==> config.mk <==
export PLATFORM = sky130hd
export DESIGN_NAME = alu_right_shift_unit
export DESIGN_NICKNAME = d
export VERILOG_FILES = /design/src/rshift_pkg.sv /design/src/alu_right_shift_unit.sv /design/src/lane_shifter.sv
export VERILOG_INCLUDE_DIRS = /design/src
export SDC_FILE = /design/constraint.sdc
export NUM_CORES = 1
export LEC_CHECK = 0
export ABC_AREA = 1
export BUFFER_PORTS_ARGS = -buffer_cell sky130_fd_sc_hd__buf_4
export CORE_MARGIN = 4
export CORE_UTILIZATION = 29
export CTS_CLUSTER_DIAMETER = 50
export DETAILED_ROUTE_END_ITERATION = 7
export GPL_TIMING_DRIVEN = 1
export PLACE_DENSITY_LB_ADDON = 0.2
export SLEW_MARGIN = 15
export SYNTH_ARGS = -nofsm -noshare
export SYNTH_HDL_FRONTEND = slang
export SYNTH_SLANG_ARGS = --single-unit
==> constraint.sdc <==
create_clock -name ref_clk -period 1.7 [get_ports ref_clk]
set_clock_uncertainty 0.15 [all_clocks]
set_input_delay 0.255 -clock ref_clk [delete_from_list [all_inputs] [get_ports ref_clk]]
set_output_delay 0.255 -clock ref_clk [all_outputs]
set_load 0.01 [all_outputs]
==> src/rshift_defs.svh <==
// constants for the right-shift stage of the registered alu slice
// assumes one 25 mhz clock and a microcoded controller on the same clock
`ifndef RSHIFT_DEFS_SVH
`define RSHIFT_DEFS_SVH
`define RS_CODE_CIRC_SINGLE 4'h8
`define RS_CODE_CIRC_DOUBLE 4'h9
`define RS_CODE_LOGIC_SINGLE 4'h2
`define RS_CFG_8 2'h0
`define RS_CFG_16 2'h1
`define RS_CFG_32 2'h2
`define RS_AUX_RESET 32'h0000_0000
`define RS_Y_RESET 32'h0000_0000
`define RS_PIN_IDLE 5'h1f
`define RS_ALU_LO 3
`define RS_ALU_HI 0
`define RS_FUNC_LO 4
`define RS_FUNC_HI 7
`endif

==> src/rshift_pkg.sv <==
// types shared by the right-shift stage and its testbench
// assumes rshift_defs.svh is compiled alongside
package rshift_pkg;
  // shift function decoded from the upper instruction nibble
  typedef enum logic [3:0] {
    FN_NONE   = 4'h1,
    FN_CIRC_S = 4'h2,
    FN_CIRC_D = 4'h4,
    FN_LOGIC_S= 4'h8
  } shift_fn_t;
  // status flags carried together
  typedef struct packed {
    logic zero;
    logic neg;
    logic ovf;
    logic carry;
  } status_t;
endpackage : rshift_pkg

==> src/alu_right_shift_unit.sv <==
// right-shift stage behind the alu: circular single and double, logical single
// assumes alu result, carry and overflow arrive from same-clock logic
module alu_right_shift_unit (
  input  wire logic        ref_clk,              // 25 mhz system clock
  input  wire logic        rst_n,                // synchronous reset, active low
  input  wire logic [7:0]  instr,                // instruction byte
  input  wire logic [31:0] alu_result,           // alu operation result
  input  wire logic        alu_carry,            // alu carry-out, pre-shift
  input  wire logic        alu_ovf,              // alu signed overflow
  input  wire logic [1:0]  word_cfg,             // 1, 2 or 4 byte words
  input  wire logic        shift_select_input,   // high: shifted value
  input  wire logic        word_fill_input_lane0,// low: fill a one
  input  wire logic        word_fill_input_lane1,
  input  wire logic        word_fill_input_lane2,
  input  wire logic        word_fill_input_lane3,
  input  wire logic        aux_load,             // load auxiliary register
  input  wire logic [31:0] aux_load_data,        // value for that load
  input  wire logic        dest_is_c,            // write via destination address
  input  wire logic        dest_is_b,            // write via operand b address
  output logic      [31:0] output_multiplexer,   // registered stage result
  output logic      [31:0] auxiliary_shift_register,
  output logic             rf_write,             // register file write strobe
  output rshift_pkg::status_t status             // registered flags
);
`include "rshift_defs.svh"
  // select and fill pins are synchronised before use
  // the two-flop stage costs two cycles of lag, so the controller must settle
  // select and fill two edges ahead of the instruction that they qualify
  // the idle value is select high and fill high, which reads as a shift with
  // a zero fill, the same as a floating pin would give
  logic [4:0] pin_s1;
  logic [4:0] pin_s2;
  always_ff @(posedge ref_clk) begin
    if (!rst_n) begin
      pin_s1 <= `RS_PIN_IDLE;
      pin_s2 <= `RS_PIN_IDLE;
    end else begin
      pin_s1 <= {shift_select_input, word_fill_input_lane3, word_fill_input_lane2,
                 word_fill_input_lane1, word_fill_input_lane0};
      pin_s2 <= pin_s1;
    end
  end
  wire logic       sel = pin_s2[4];          // synchronised select
  wire logic [3:0] fill_n = pin_s2[3:0];     // synchronised fill pins

  // the alu op nibble is not decoded here: the alu upstream has already
  // acted on it, and this stage only sees its result
  // any upper-nibble code outside the three shift codes passes the result
  // through unshifted, so an unknown code never corrupts the datapath
  // shift function from upper nibble
  wire logic [3:0] fcode = instr[`RS_FUNC_HI:`RS_FUNC_LO];
  rshift_pkg::shift_fn_t fn;
  assign fn = (fcode == `RS_CODE_CIRC_SINGLE) ? rshift_pkg::FN_CIRC_S :
              (fcode == `RS_CODE_CIRC_DOUBLE) ? rshift_pkg::FN_CIRC_D :
              (fcode == `RS_CODE_LOGIC_SINGLE) ? rshift_pkg::FN_LOGIC_S :
              rshift_pkg::FN_NONE;

  // per-word feeds; shifters run in parallel
  // both shifters always compute; the decode below only picks what each
  // word's top bit receives, which keeps the function decode off the data
  // path and makes the three shifts cost the same
  logic [3:0]  alu_low;
  logic [3:0]  aux_low;
  logic [3:0]  alu_top;
  logic [3:0]  aux_top;
  logic [31:0] alu_sh;
  logic [31:0] aux_sh;
  // the alu result is the shifter input, so the shift follows the alu op
  lane_shifter u_alu_sh (
    .din     (alu_result),
    .cfg     (word_cfg),
    .top_in  (alu_top),
    .dout    (alu_sh),
    .low_out (alu_low)
  );
  // auxiliary register is the lower half of a double word
  lane_shifter u_aux_sh (
    .din     (auxiliary_shift_register),
    .cfg     (word_cfg),
    .top_in  (aux_top),
    .dout    (aux_sh),
    .low_out (aux_low)
  );
  // top-bit feed: own lsb, partner lsb, or fill value
  always_comb begin
    unique case (fn)
      rshift_pkg::FN_CIRC_S:  alu_top = alu_low;
      rshift_pkg::FN_CIRC_D:  alu_top = aux_low;
      rshift_pkg::FN_LOGIC_S: alu_top = ~fill_n;   // lsb dropped
      default:                alu_top = 4'h0;
    endcase
  end
  assign aux_top = alu_low;

  // select low, or a code that is not a shift, passes the alu result
  wire logic do_shift = (fn != rshift_pkg::FN_NONE) && sel;
  wire logic [31:0] next_y = do_shift ? alu_sh : alu_result;
  wire logic aux_step = (fn == rshift_pkg::FN_CIRC_D) && sel;

  // msb of the configured word for negative flag
  wire logic msb = (word_cfg == `RS_CFG_8) ? next_y[7] :
                   (word_cfg == `RS_CFG_16) ? next_y[15] : next_y[31];
  wire logic [31:0] width_mask = (word_cfg == `RS_CFG_8) ? 32'h0000_00ff :
                                 (word_cfg == `RS_CFG_16) ? 32'h0000_ffff : 32'hffff_ffff;
  // overflow is taken from the alu and then qualified by the shift: a shift
  // that changes the bit in the sign position makes the alu's overflow
  // meaningless for the stored word, so it is dropped there
  // limitation: only the lowest configured word feeds zero, negative and
  // overflow; per-word status would need one flag set per lane
  // a rotate or fill can flip the sign, so overflow looks at both stages
  wire logic sign_moved = do_shift && (msb != ((word_cfg == `RS_CFG_8) ? alu_result[7] :
                          (word_cfg == `RS_CFG_16) ? alu_result[15] : alu_result[31]));
  rshift_pkg::status_t next_status;
  assign next_status.zero  = ((next_y & width_mask) == 32'h0);
  assign next_status.neg   = msb;
  assign next_status.ovf   = alu_ovf ^ (alu_ovf & sign_moved);
  assign next_status.carry = alu_carry;

  // output and flags register
  // everything leaves through flip-flops so the next stage sees one clean
  // value per cycle, however the alu result path settles
  // the write strobe refuses the operand b address even when both are asked
  always_ff @(posedge ref_clk) begin
    if (!rst_n) begin
      output_multiplexer <= `RS_Y_RESET;
      status             <= '0;
      rf_write           <= 1'b0;
    end else begin
      output_multiplexer <= next_y;
      status             <= next_status;
      rf_write           <= dest_is_c && !dest_is_b;
    end
  end
  // auxiliary register: loads, rotates, or holds
  // a rotate wins over a load in the same cycle, so a double shift never
  // loses the bit that it carries across from the alu half
  // with select low a double shift does not rotate the register, which loads or holds
  always_ff @(posedge ref_clk) begin
    if (!rst_n) begin
      auxiliary_shift_register <= `RS_AUX_RESET;
    end else if (aux_step) begin
      auxiliary_shift_register <= aux_sh;
    end else if (aux_load) begin
      auxiliary_shift_register <= aux_load_data;
    end
  end

  // checks
  // every assertion runs on the stage clock and is muted while reset is
  // asserted; select and fill terms use the synchronised copies, since
  // those are what the datapath really acts on
  // carry is the alu's own, untouched by any shift
  property p_carry;
    @(posedge ref_clk) disable iff (!rst_n) 1'b1 |=> status.carry == $past(alu_carry);
  endproperty
  a_carry: assert property (p_carry) else $error("carry not pre-shift");
  // a double shift with select low must not move the auxiliary register
  property p_hold;
    @(posedge ref_clk) disable iff (!rst_n)
      (fn == rshift_pkg::FN_CIRC_D && !sel && !aux_load) |=>
      $stable(auxiliary_shift_register);
  endproperty
  a_hold: assert property (p_hold) else $error("aux changed");
  // select low hands the alu result straight to the output
  property p_pass;
    @(posedge ref_clk) disable iff (!rst_n) !sel |=> output_multiplexer == $past(alu_result);
  endproperty
  a_pass: assert property (p_pass) else $error("unshifted pass failed");
  // full-word rotate: bit 0 wraps round to bit 31
  property p_circ;
    @(posedge ref_clk) disable iff (!rst_n)
      (sel && fn == rshift_pkg::FN_CIRC_S && word_cfg == `RS_CFG_32) |=>
      output_multiplexer == {$past(alu_result[0]), $past(alu_result[31:1])};
  endproperty
  a_circ: assert property (p_circ) else $error("rotate wrong");
  // full-word logical shift: the fill lane decides the new top bit
  property p_logic;
    @(posedge ref_clk) disable iff (!rst_n)
      (sel && fn == rshift_pkg::FN_LOGIC_S && word_cfg == `RS_CFG_32) |=>
      output_multiplexer == {~$past(fill_n[0]), $past(alu_result[31:1])};
  endproperty
  a_logic: assert property (p_logic) else $error("logical shift wrong");
  // double rotate: each half feeds its low bit into the other's top bit
  property p_dbl;
    @(posedge ref_clk) disable iff (!rst_n)
      (sel && fn == rshift_pkg::FN_CIRC_D && word_cfg == `RS_CFG_32) |=>
      auxiliary_shift_register[31] == $past(alu_result[0]) &&
      output_multiplexer[31] == $past(auxiliary_shift_register[0]);
  endproperty
  a_dbl: assert property (p_dbl) else $error("double rotate wrong");
  // zero flag follows the stored result, not the alu input
  property p_zero;
    @(posedge ref_clk) disable iff (!rst_n)
      (word_cfg == `RS_CFG_32) |=> status.zero == (output_multiplexer == 32'h0);
  endproperty
  a_zero: assert property (p_zero) else $error("zero flag wrong");
  // any decoded shift with select high reaches the output
  property p_fwd;
    @(posedge ref_clk) disable iff (!rst_n)
      (sel && fn != rshift_pkg::FN_NONE) |=> output_multiplexer == $past(alu_sh);
  endproperty
  a_fwd: assert property (p_fwd) else $error("shift not forwarded");
  // with no shift the alu overflow reaches the flag untouched
  property p_ovf_pass;
    @(posedge ref_clk) disable iff (!rst_n) !sel |=> status.ovf == $past(alu_ovf);
  endproperty
  a_ovf_pass: assert property (p_ovf_pass) else $error("overflow not passed");
  // a rotate that keeps the sign bit keeps a pending overflow
  property p_ovf_keep;
    @(posedge ref_clk) disable iff (!rst_n)
      (sel && fn == rshift_pkg::FN_CIRC_S && word_cfg == `RS_CFG_32 &&
       alu_result[0] == alu_result[31]) |=> status.ovf == $past(alu_ovf);
  endproperty
  a_ovf_keep: assert property (p_ovf_keep) else $error("overflow lost");
  // negative flag is the stored word's top bit
  property p_neg;
    @(posedge ref_clk) disable iff (!rst_n)
      (word_cfg == `RS_CFG_32) |=> status.neg == output_multiplexer[31];
  endproperty
  a_neg: assert property (p_neg) else $error("negative flag wrong");
  // byte words: flags come from the lowest byte after the shift
  property p_flags8;
    @(posedge ref_clk) disable iff (!rst_n)
      (word_cfg == `RS_CFG_8) |=>
      status.neg == output_multiplexer[7] &&
      status.zero == (output_multiplexer[7:0] == 8'h00);
  endproperty
  a_flags8: assert property (p_flags8) else $error("byte flags wrong");
  // the operand b address never receives the shifted result
  property p_no_b;
    @(posedge ref_clk) disable iff (!rst_n) dest_is_b |=> !rf_write;
  endproperty
  a_no_b: assert property (p_no_b) else $error("write via operand b");
  // the destination address alone does write
  property p_write_c;
    @(posedge ref_clk) disable iff (!rst_n) (dest_is_c && !dest_is_b) |=> rf_write;
  endproperty
  a_write_c: assert property (p_write_c) else $error("destination write missing");
  // byte words rotate each byte on its own
  property p_circ8;
    @(posedge ref_clk) disable iff (!rst_n)
      (sel && fn == rshift_pkg::FN_CIRC_S && word_cfg == `RS_CFG_8) |=>
      output_multiplexer[7] == $past(alu_result[0]) &&
      output_multiplexer[15] == $past(alu_result[8]) &&
      output_multiplexer[23] == $past(alu_result[16]) &&
      output_multiplexer[31] == $past(alu_result[24]);
  endproperty
  a_circ8: assert property (p_circ8) else $error("byte rotate wrong");
  // halfword logical shift drops each word's lsb and fills per lane
  property p_drop16;
    @(posedge ref_clk) disable iff (!rst_n)
      (sel && fn == rshift_pkg::FN_LOGIC_S && word_cfg == `RS_CFG_16) |=>
      output_multiplexer[14:0] == $past(alu_result[15:1]) &&
      output_multiplexer[30:16] == $past(alu_result[31:17]) &&
      output_multiplexer[15] == !$past(fill_n[0]) &&
      output_multiplexer[31] == !$past(fill_n[1]);
  endproperty
  a_drop16: assert property (p_drop16) else $error("halfword drop wrong");
  // the auxiliary half moves one place right with the alu half
  property p_aux_rot;
    @(posedge ref_clk) disable iff (!rst_n)
      (sel && fn == rshift_pkg::FN_CIRC_D && word_cfg == `RS_CFG_32) |=>
      auxiliary_shift_register[30:0] == $past(auxiliary_shift_register[31:1]);
  endproperty
  a_aux_rot: assert property (p_aux_rot) else $error("aux not rotated");
  // the alu result forms the upper half and shifts as one with it
  property p_dbl_low;
    @(posedge ref_clk) disable iff (!rst_n)
      (sel && fn == rshift_pkg::FN_CIRC_D && word_cfg == `RS_CFG_32) |=>
      output_multiplexer[30:0] == $past(alu_result[31:1]);
  endproperty
  a_dbl_low: assert property (p_dbl_low) else $error("upper half wrong");
  // a code that is no shift passes the result as it is
  property p_none;
    @(posedge ref_clk) disable iff (!rst_n)
      (fn == rshift_pkg::FN_NONE) |=> output_multiplexer == $past(alu_result);
  endproperty
  a_none: assert property (p_none) else $error("unknown code shifted");
  // a load lands whenever no double rotate claims the register
  property p_load;
    @(posedge ref_clk) disable iff (!rst_n)
      (aux_load && !(sel && fn == rshift_pkg::FN_CIRC_D)) |=>
      auxiliary_shift_register == $past(aux_load_data);
  endproperty
  a_load: assert property (p_load) else $error("aux load lost");
  // select low in a double shift leaves the output unshifted
  property p_dbl_off;
    @(posedge ref_clk) disable iff (!rst_n)
      (!sel && fn == rshift_pkg::FN_CIRC_D) |=> output_multiplexer == $past(alu_result);
  endproperty
  a_dbl_off: assert property (p_dbl_off) else $error("double pass wrong");
  c_circ_s: cover property (@(posedge ref_clk) sel && fn == rshift_pkg::FN_CIRC_S);
  c_circ_d: cover property (@(posedge ref_clk) sel && fn == rshift_pkg::FN_CIRC_D);
  c_logic:  cover property (@(posedge ref_clk) sel && fn == rshift_pkg::FN_LOGIC_S);
  // the unshifted pass of a decoded shift, and the narrowest word size
  c_pass:   cover property (@(posedge ref_clk) !sel && fn != rshift_pkg::FN_NONE);
  c_byte:   cover property (@(posedge ref_clk)
    sel && fn == rshift_pkg::FN_LOGIC_S && word_cfg == `RS_CFG_8);
endmodule : alu_right_shift_unit

==> src/lane_shifter.sv <==
// one-position right shift of a 32-bit value split into 1, 2 or 4 byte words
// assumes the caller supplies per-word top-bit feed values
module lane_shifter (
  input  wire logic [31:0] din,      // value to shift
  input  wire logic [1:0]  cfg,      // word size selector
  input  wire logic [3:0]  top_in,   // bit fed into each word's top
  output logic      [31:0] dout,     // shifted value
  output logic      [3:0]  low_out   // bit 0 of each word
);
`include "rshift_defs.svh"
  // word index of byte b under the current configuration
  function automatic logic [1:0] word_of(input logic [1:0] b, input logic [1:0] c);
    word_of = (c == `RS_CFG_32) ? 2'h0 : (c == `RS_CFG_16) ? {1'b0, b[1]} : b;
  endfunction : word_of
  // true when byte b is the top byte of its word
  function automatic logic is_top(input logic [1:0] b, input logic [1:0] c);
    is_top = (c == `RS_CFG_32) ? (b == 2'h3) : (c == `RS_CFG_16) ? b[0] : 1'b1;
  endfunction : is_top
  genvar b;
  generate
    for (b = 0; b < 4; b = b + 1) begin : g_byte
      wire logic [1:0] bi = 2'(b);
      wire logic       from_above = (b < 3) ? din[(b < 3 ? 8*b+8 : 0)] : 1'b0;
      // top bit of a byte comes from the byte above unless it tops a word
      assign dout[8*b+7] = is_top(bi, cfg) ? top_in[word_of(bi, cfg)] : from_above;
      assign dout[8*b+6 -: 7] = din[8*b+7 -: 7];
    end
  endgenerate
  // lowest bit of each word, indexed by word number
  assign low_out[0] = din[0];
  assign low_out[1] = (cfg == `RS_CFG_32) ? 1'b0 : (cfg == `RS_CFG_16) ? din[16] : din[8];
  assign low_out[2] = (cfg == `RS_CFG_8) ? din[16] : 1'b0;
  assign low_out[3] = (cfg == `RS_CFG_8) ? din[24] : 1'b0;
endmodule : lane_shifter

Word-level counts from Yosys, hierarchy flattened
Index checks and enable logic that the tools add are counted.
{ "op_classes": {"magnitude_cmp": 3, "eq_ne": 10, "muxes": 47, "n_bitwise": 4, "reduce_logical": 8} }
{ "op_table": {"columns": ["operator", "count"], "rows": [
  ["$mux 32", 5],
  ["$and 32x32->32", 1],
  ["$logic_not 32->1", 1],
  ["$mux 1", 27],
  ["$bmux 1 s2", 6],
  ["$eq 4x4->1 const B", 3],
  ["$mux 4", 3],
  ["$pmux 4 s3", 1],
  ["$mux 2", 5],
  ["$lt 2x3->1 const B", 3],
  ["$eq 4x2->1 const B", 2],
  ["$eq 4x3->1 const B", 1],
  ["$logic_and 1x1->1", 4],
  ["$ne 4x1->1 const B", 1],
  ["$not 4->4", 1],
  ["$eq 2x1->1 const B", 1],
  ["$eq 2x2->1 const B", 1],
  ["$logic_not 2->1", 1],
  ["$reduce_bool 2->1", 1],
  ["$and 1x1->1", 1],
  ["$logic_not 1->1", 1],
  ["$ne 1x1->1", 1],
  ["$xor 1x1->1", 1]
]} }
{ "totals": {"register_bits": 79, "out_inout_bits": 69, "elab_cells": 81} }

Depth between registers and ports, before layout
{ "depth": {"ltp_word": 16, "mapped_depth": 16, "depth_no_buf": 15} }

By module
A second synthesis with hierarchy kept.
{ "hier_totals": {"hier_cells": 645, "hier_area_um2": 4372.9} }
{ "by_module_without_submodules": {"columns": ["mod", "n_inst", "cells_per_inst", "area_per_inst_um2", "seq_area_each_um2"], "rows": [
  ["alu_right_shift_unit", 1, 513, 3592.2, 1581.5],
  ["lane_shifter", 2, 66, 390.4, 0.0]
]} }

Worst setup path after synthesis
No wires, ideal clock.
{ "synth_path": {"kind": "input to register", "start": "in word_cfg[0]", "end": "reg status[1] in the netlist's numbering", "setup_ns": 0.116, "arrival_time_ns": 1.583, "t_required_ns": 1.434, "path_slack_ns": -0.149, "cell_stages": 13, "path_buffers": 1, "cell_sequence": "inv_1 -> ha_1 -> inv_1 -> clkbuf_1 -> nand4_1 -> nand2_1 -> nand2_1 -> nand2_1 -> nand2_1 -> nand3_1 -> nand2_1 -> nand2_1 -> a21oi_1"} }
{ "synth_via": {"elab_chain_cells": 14, "word_cells_on_any_way": 33} }
{ "synth_lines": {"columns": ["element", "line", "text"], "rows": [
  ["from (decl)", "alu_right_shift_unit.sv:10", "input wire logic [1:0] word_cfg,"],
  ["$eq 2x1->1 (no line)", null, null],
  ["$mux 1 (2 in series)", "lane_shifter.sv:31", "assign low_out[1] = (cfg == `RS_CFG_32) ? 1'b0 : (cfg == `RS_CFG_16) ? din[16] : din[8];"],
  ["$pmux 4 s3", "alu_right_shift_unit.sv:86", "unique case (fn)"],
  ["$bmux 1 s2", "lane_shifter.sv:25", "assign dout[8*b+7] = is_top(bi, cfg) ? top_in[word_of(bi, cfg)] : from_above;"],
  ["$mux 1 (implied by the code)", "lane_shifter.sv:25", null],
  ["$mux 1", "lane_shifter.sv:25", null],
  ["$mux 32", "alu_right_shift_unit.sv:97", "wire logic [31:0] next_y = do_shift ? alu_sh : alu_result;"],
  ["$mux 1", "alu_right_shift_unit.sv:102", "(word_cfg == `RS_CFG_16) ? next_y[15] : next_y[31];"],
  ["$mux 1", "alu_right_shift_unit.sv:101", "wire logic msb = (word_cfg == `RS_CFG_8) ? next_y[7] :"],
  ["$ne 1x1->1 *", "alu_right_shift_unit.sv:111", "wire logic sign_moved = do_shift && (msb != ((word_cfg == `RS_CFG_8) ? alu_result[7] :"],
  ["$logic_and 1x1->1 *", "alu_right_shift_unit.sv:111", null],
  ["$and 1x1->1 *", "alu_right_shift_unit.sv:116", "assign next_status.ovf = alu_ovf ^ (alu_ovf & sign_moved);"],
  ["$xor 1x1->1 *", "alu_right_shift_unit.sv:116", null],
  ["to (signal assigned)", "alu_right_shift_unit.sv:130", "status <= next_status;"],
  ["to (decl)", "alu_right_shift_unit.sv:23", "output rshift_pkg::status_t status"]
]} }
Mark *: on every way between the ends. The rest lies on a longest branch, timed or not. The select of a mux whose other input is x is not followed.
A chain may end at the register's enable or synchronous reset.

Worst setup path in the final report
{ "layout_path": {"start": "in instr[5]", "end": "reg status[3] in the netlist's numbering"} }
{ "layout_via": {"elab_chain_cells": 12, "word_cells_on_any_way": 24} }
{ "layout_lines": {"columns": ["element", "line", "text"], "rows": [
  ["from (decl)", "alu_right_shift_unit.sv:6", "input wire logic [7:0] instr,"],
  ["$eq 4x2->1 (no line)", null, null],
  ["$mux 4", "alu_right_shift_unit.sv:55", "(fcode == `RS_CODE_LOGIC_SINGLE) ? rshift_pkg::FN_LOGIC_S :"],
  ["$mux 4", "alu_right_shift_unit.sv:54", "(fcode == `RS_CODE_CIRC_DOUBLE) ? rshift_pkg::FN_CIRC_D :"],
  ["$mux 4 *", "alu_right_shift_unit.sv:53", "assign fn = (fcode == `RS_CODE_CIRC_SINGLE) ? rshift_pkg::FN_CIRC_S :"],
  ["$eq 4x4->1 (tied with other cells)", "alu_right_shift_unit.sv:86", null],
  ["$pmux 4 s3", "alu_right_shift_unit.sv:86", null],
  ["$bmux 1 s2", "lane_shifter.sv:25", null],
  ["$mux 1 (implied by the code)", "lane_shifter.sv:25", null],
  ["$mux 1", "lane_shifter.sv:25", null],
  ["$mux 32 *", "alu_right_shift_unit.sv:97", null],
  ["$and 32x32->32 *", "alu_right_shift_unit.sv:114", "assign next_status.zero = ((next_y & width_mask) == 32'h0);"],
  ["$logic_not 32->1 *", "alu_right_shift_unit.sv:114", null]
]} }
Marked as above.

==> flow_summary.toml <==
[clocking]
clockBufferDepth = 2
clk_pin_slew_ns = 0.06
clk_latency_ns = 0.33
cts_tree = "done"
numClockSinks = 79
cts_buffers = 9
root_buffer = "clkbuf_16"
htree_num_levels = 3

[hold_path]
hold_path.class = "input port to register"

[yosys]
synth_top_area_share_pct = 44.4
yosysUniqueCellTypes = 29
ys.flop_type = "dfxtp_1"
synth_common_cells = "nand2_1 (126), dfxtp_1 (79), nand3_1 (51)"
synth_warnings = 0
synth-edff-count = 0
synth_most_common_cell = "nand2_1"
syn_inst = 487
synthArstFlopShare_pct = 0
syn_nets = 577
ys_seq_area_share_pct = 44.4
syn_area_um2 = 3560
yosysTopAreaCell = "dfxtp_1"
synth-seq-cells = 79
yosys-top-cells-area = "dfxtp_1 (44%), nand2_1 (13%), nand3_1 (7.2%), nor2_1 (5.0%), a31oi_1 (4.9%)"
postSynthAreaPerCell_um2 = 7.31

[die]
dieHeight_um = 119
dieArea_um2 = 14100
die_x_um = 119
num_rows = 40
core-area_um2 = 12000
initial_utilization_pct = 29.6
pin_count = 155

[global_route]
grt_pass1_wl_um = 19400
grt_max_degree = 40
antenna_found_initial = 0
grt_pass1_vias = 4107
globalRouteOverflowTotal = 0
groute.usage.overall_pct = 16.8

[routing]
routed_wl_um = 11900
wl_per_cell_um = 13.7
ant_nets = 0
top_layer = "met4"
via_count = 4057
drtIter0Drc = 198
wl_met2_um = 5570
drc = 0
avgViaCountPerCell = 4.70
drt-pass1-iter-count = 5
met3_length_um = 991
wl_met1_um = 5230

[finish]
instances_no_fill = 863
layout.nets = 801
utilization_pct = 49.8
diodes = 0
drive_gt1_share_pct = 41.1
syn2layout_area_growth_pct = 68.0

[timing]
worst_slew_pin_slew_ns = 0.301
finalHoldViolCount = 0
layout_setup_ws_ns = -0.0219
period_minus_slack_ns = 1.72
finalSetupViolCount = 1
fin_crit_sh_pct = 101
hold_ws_ns = 0.0279
fmax_mhz = 581
final_max_slew_viol_count = 0
relSlewSlack_pct = 79.9
rsz0062_at_grt = "true"

[setup_path]
worstPathRequired_ns = 1.82
crit_path_max_fanout = 6
critPathTopFamily = "simple AND/OR/NAND/NOR gates"
cp_num_buf_inv = 4
crit_chain = "buf_12 -> inv_16 -> nand2_8 -> o21ai_4 -> nand2_4 -> buf_6 -> buf_6 -> nand2_4 -> nand2_2 -> nor2_2 -> nand3_1 -> nor2_1 -> nand3_1 -> nand2_1 -> nand2_1 -> a21oi_2"
cpPeakStageDelay_ns = 0.26
crit_path_end_kind = "register"
crit_slowest_cell = "o21ai_4"
start_kind = "input port"
arrival_ns = 1.84
critPathKind = "input port to register"

[run_status]
status = "finished, violations left"
violations = "setup timing"

[place]
placed_cells = 827
hpwlAfterDp_um = 8760
place.gp.congestion = 0.811
port_buffers = 150

[power]
power_leakage_nw = 2.91
p_per_area_nw_per_um2 = 879
ir_worst_vdd_mv = 0.437

[run]
maxCapViolCount = 0
[layer usage]
layer | track usage [%] | up-vias
li1 | - | 2055
met1 | 21.2 | 1851
met2 | 26.8 | 143
met3 | 5.36 | 8
met4 | 6.23 | 0
met5 | 0 | -
[layout by cell type (no fill, tap or decap), types with 5 or more instances in the layout]
cell / instances
nand2_2: 9
a31oi_1: 28
nand2_1: 117
inv_1: 31
o21ai_0: 14
dfxtp_1: 77
nor2_1: 45
a21oi_1: 14
nand3b_1: 5
buf_6: 8
or2_2: 13
nand3_1: 50
inv_2: 6
mux2i_1: 10
o211ai_1: 6
nand4_1: 7
clkbuf_16: 9
dlygate4sd3_1: 8
buf_4: 218
[final cells by class]
class | instances | area, um^2
repair buffers | 237 | 1870
well taps | 147 | 184
multi-input cells | 346 | 1840
flip-flops and latches | 79 | 1590
clock inverters | 6 | 109
fillers | 1191 | 6030
inverters | 38 | 159
clock buffers | 10 | 229
[worst min-delay path, stage by stage]
cell	delay [ns]
buf_4	0.13
nand2_1	0.06
inv_1	0.04
[timing repair]
action                     4_1_cts  5_1_grt
pin swaps                        1       13
cloned                           1        0
setup buffers                    0       11
setup endpoints to repair        3       13
hold buffers                     8        0
hold endpoints to repair         7        0
resized for setup                4       39
[logic make-up (layout without fill, tap and decap cells)]
logic type                 Yosys count  count (layout)  synth area share, %
and+or+nand+nor                    258             259                 31.8
DFF                                 79              79                 44.4
AOI/OAI and AO/OA                   73              73                 12.2
buffers and inverters               63             291                 7.38
muxes                               10              10                 2.81
adders and majority gates            4               4                 1.41
[registers in the layout, indices dropped and copies added, names as in the netlist]
name                      cells
rf_write                      1
auxiliary_shift_register     32
status                        4
output_multiplexer           32
pin_s2                        5
pin_s1                        5
[final timing paths]
path	from	end	slack [ns]	cells past startpoint
hold / removal	rst_n	status[0]	0.03	3
setup reg to reg	pin_s2[4]	status[3]	0.02	12
hold reg to reg	pin_s1[4]	pin_s2[4]	0.26	1
setup / recovery	instr[5]	status[3]	-0.02	16
[report_power, final]
part,switching [mW],leakage [nW],internal (mW)
Combinational,0.481,2.09,0.563
Sequential,0.0616,0.655,1.97
Clock,0.744,0.166,1.43
[through the flow]
stage	TNS, ns	worst slack [ns]	instance area [um^2]	total power [mW]
detailed placement	-3.45	-0.348	5320	3.03
global placement	-2.16	-0.287	5320	3.02
finish	-0.0219	-0.0219	5980	5.25
CTS	0	0.00218	5750	5.26
global route	-0.177	-0.102	5980	5.50
floorplan	-0.0961	-0.0504	3600	2.47
Note: power is estimated with default switching activity, not from simulation.
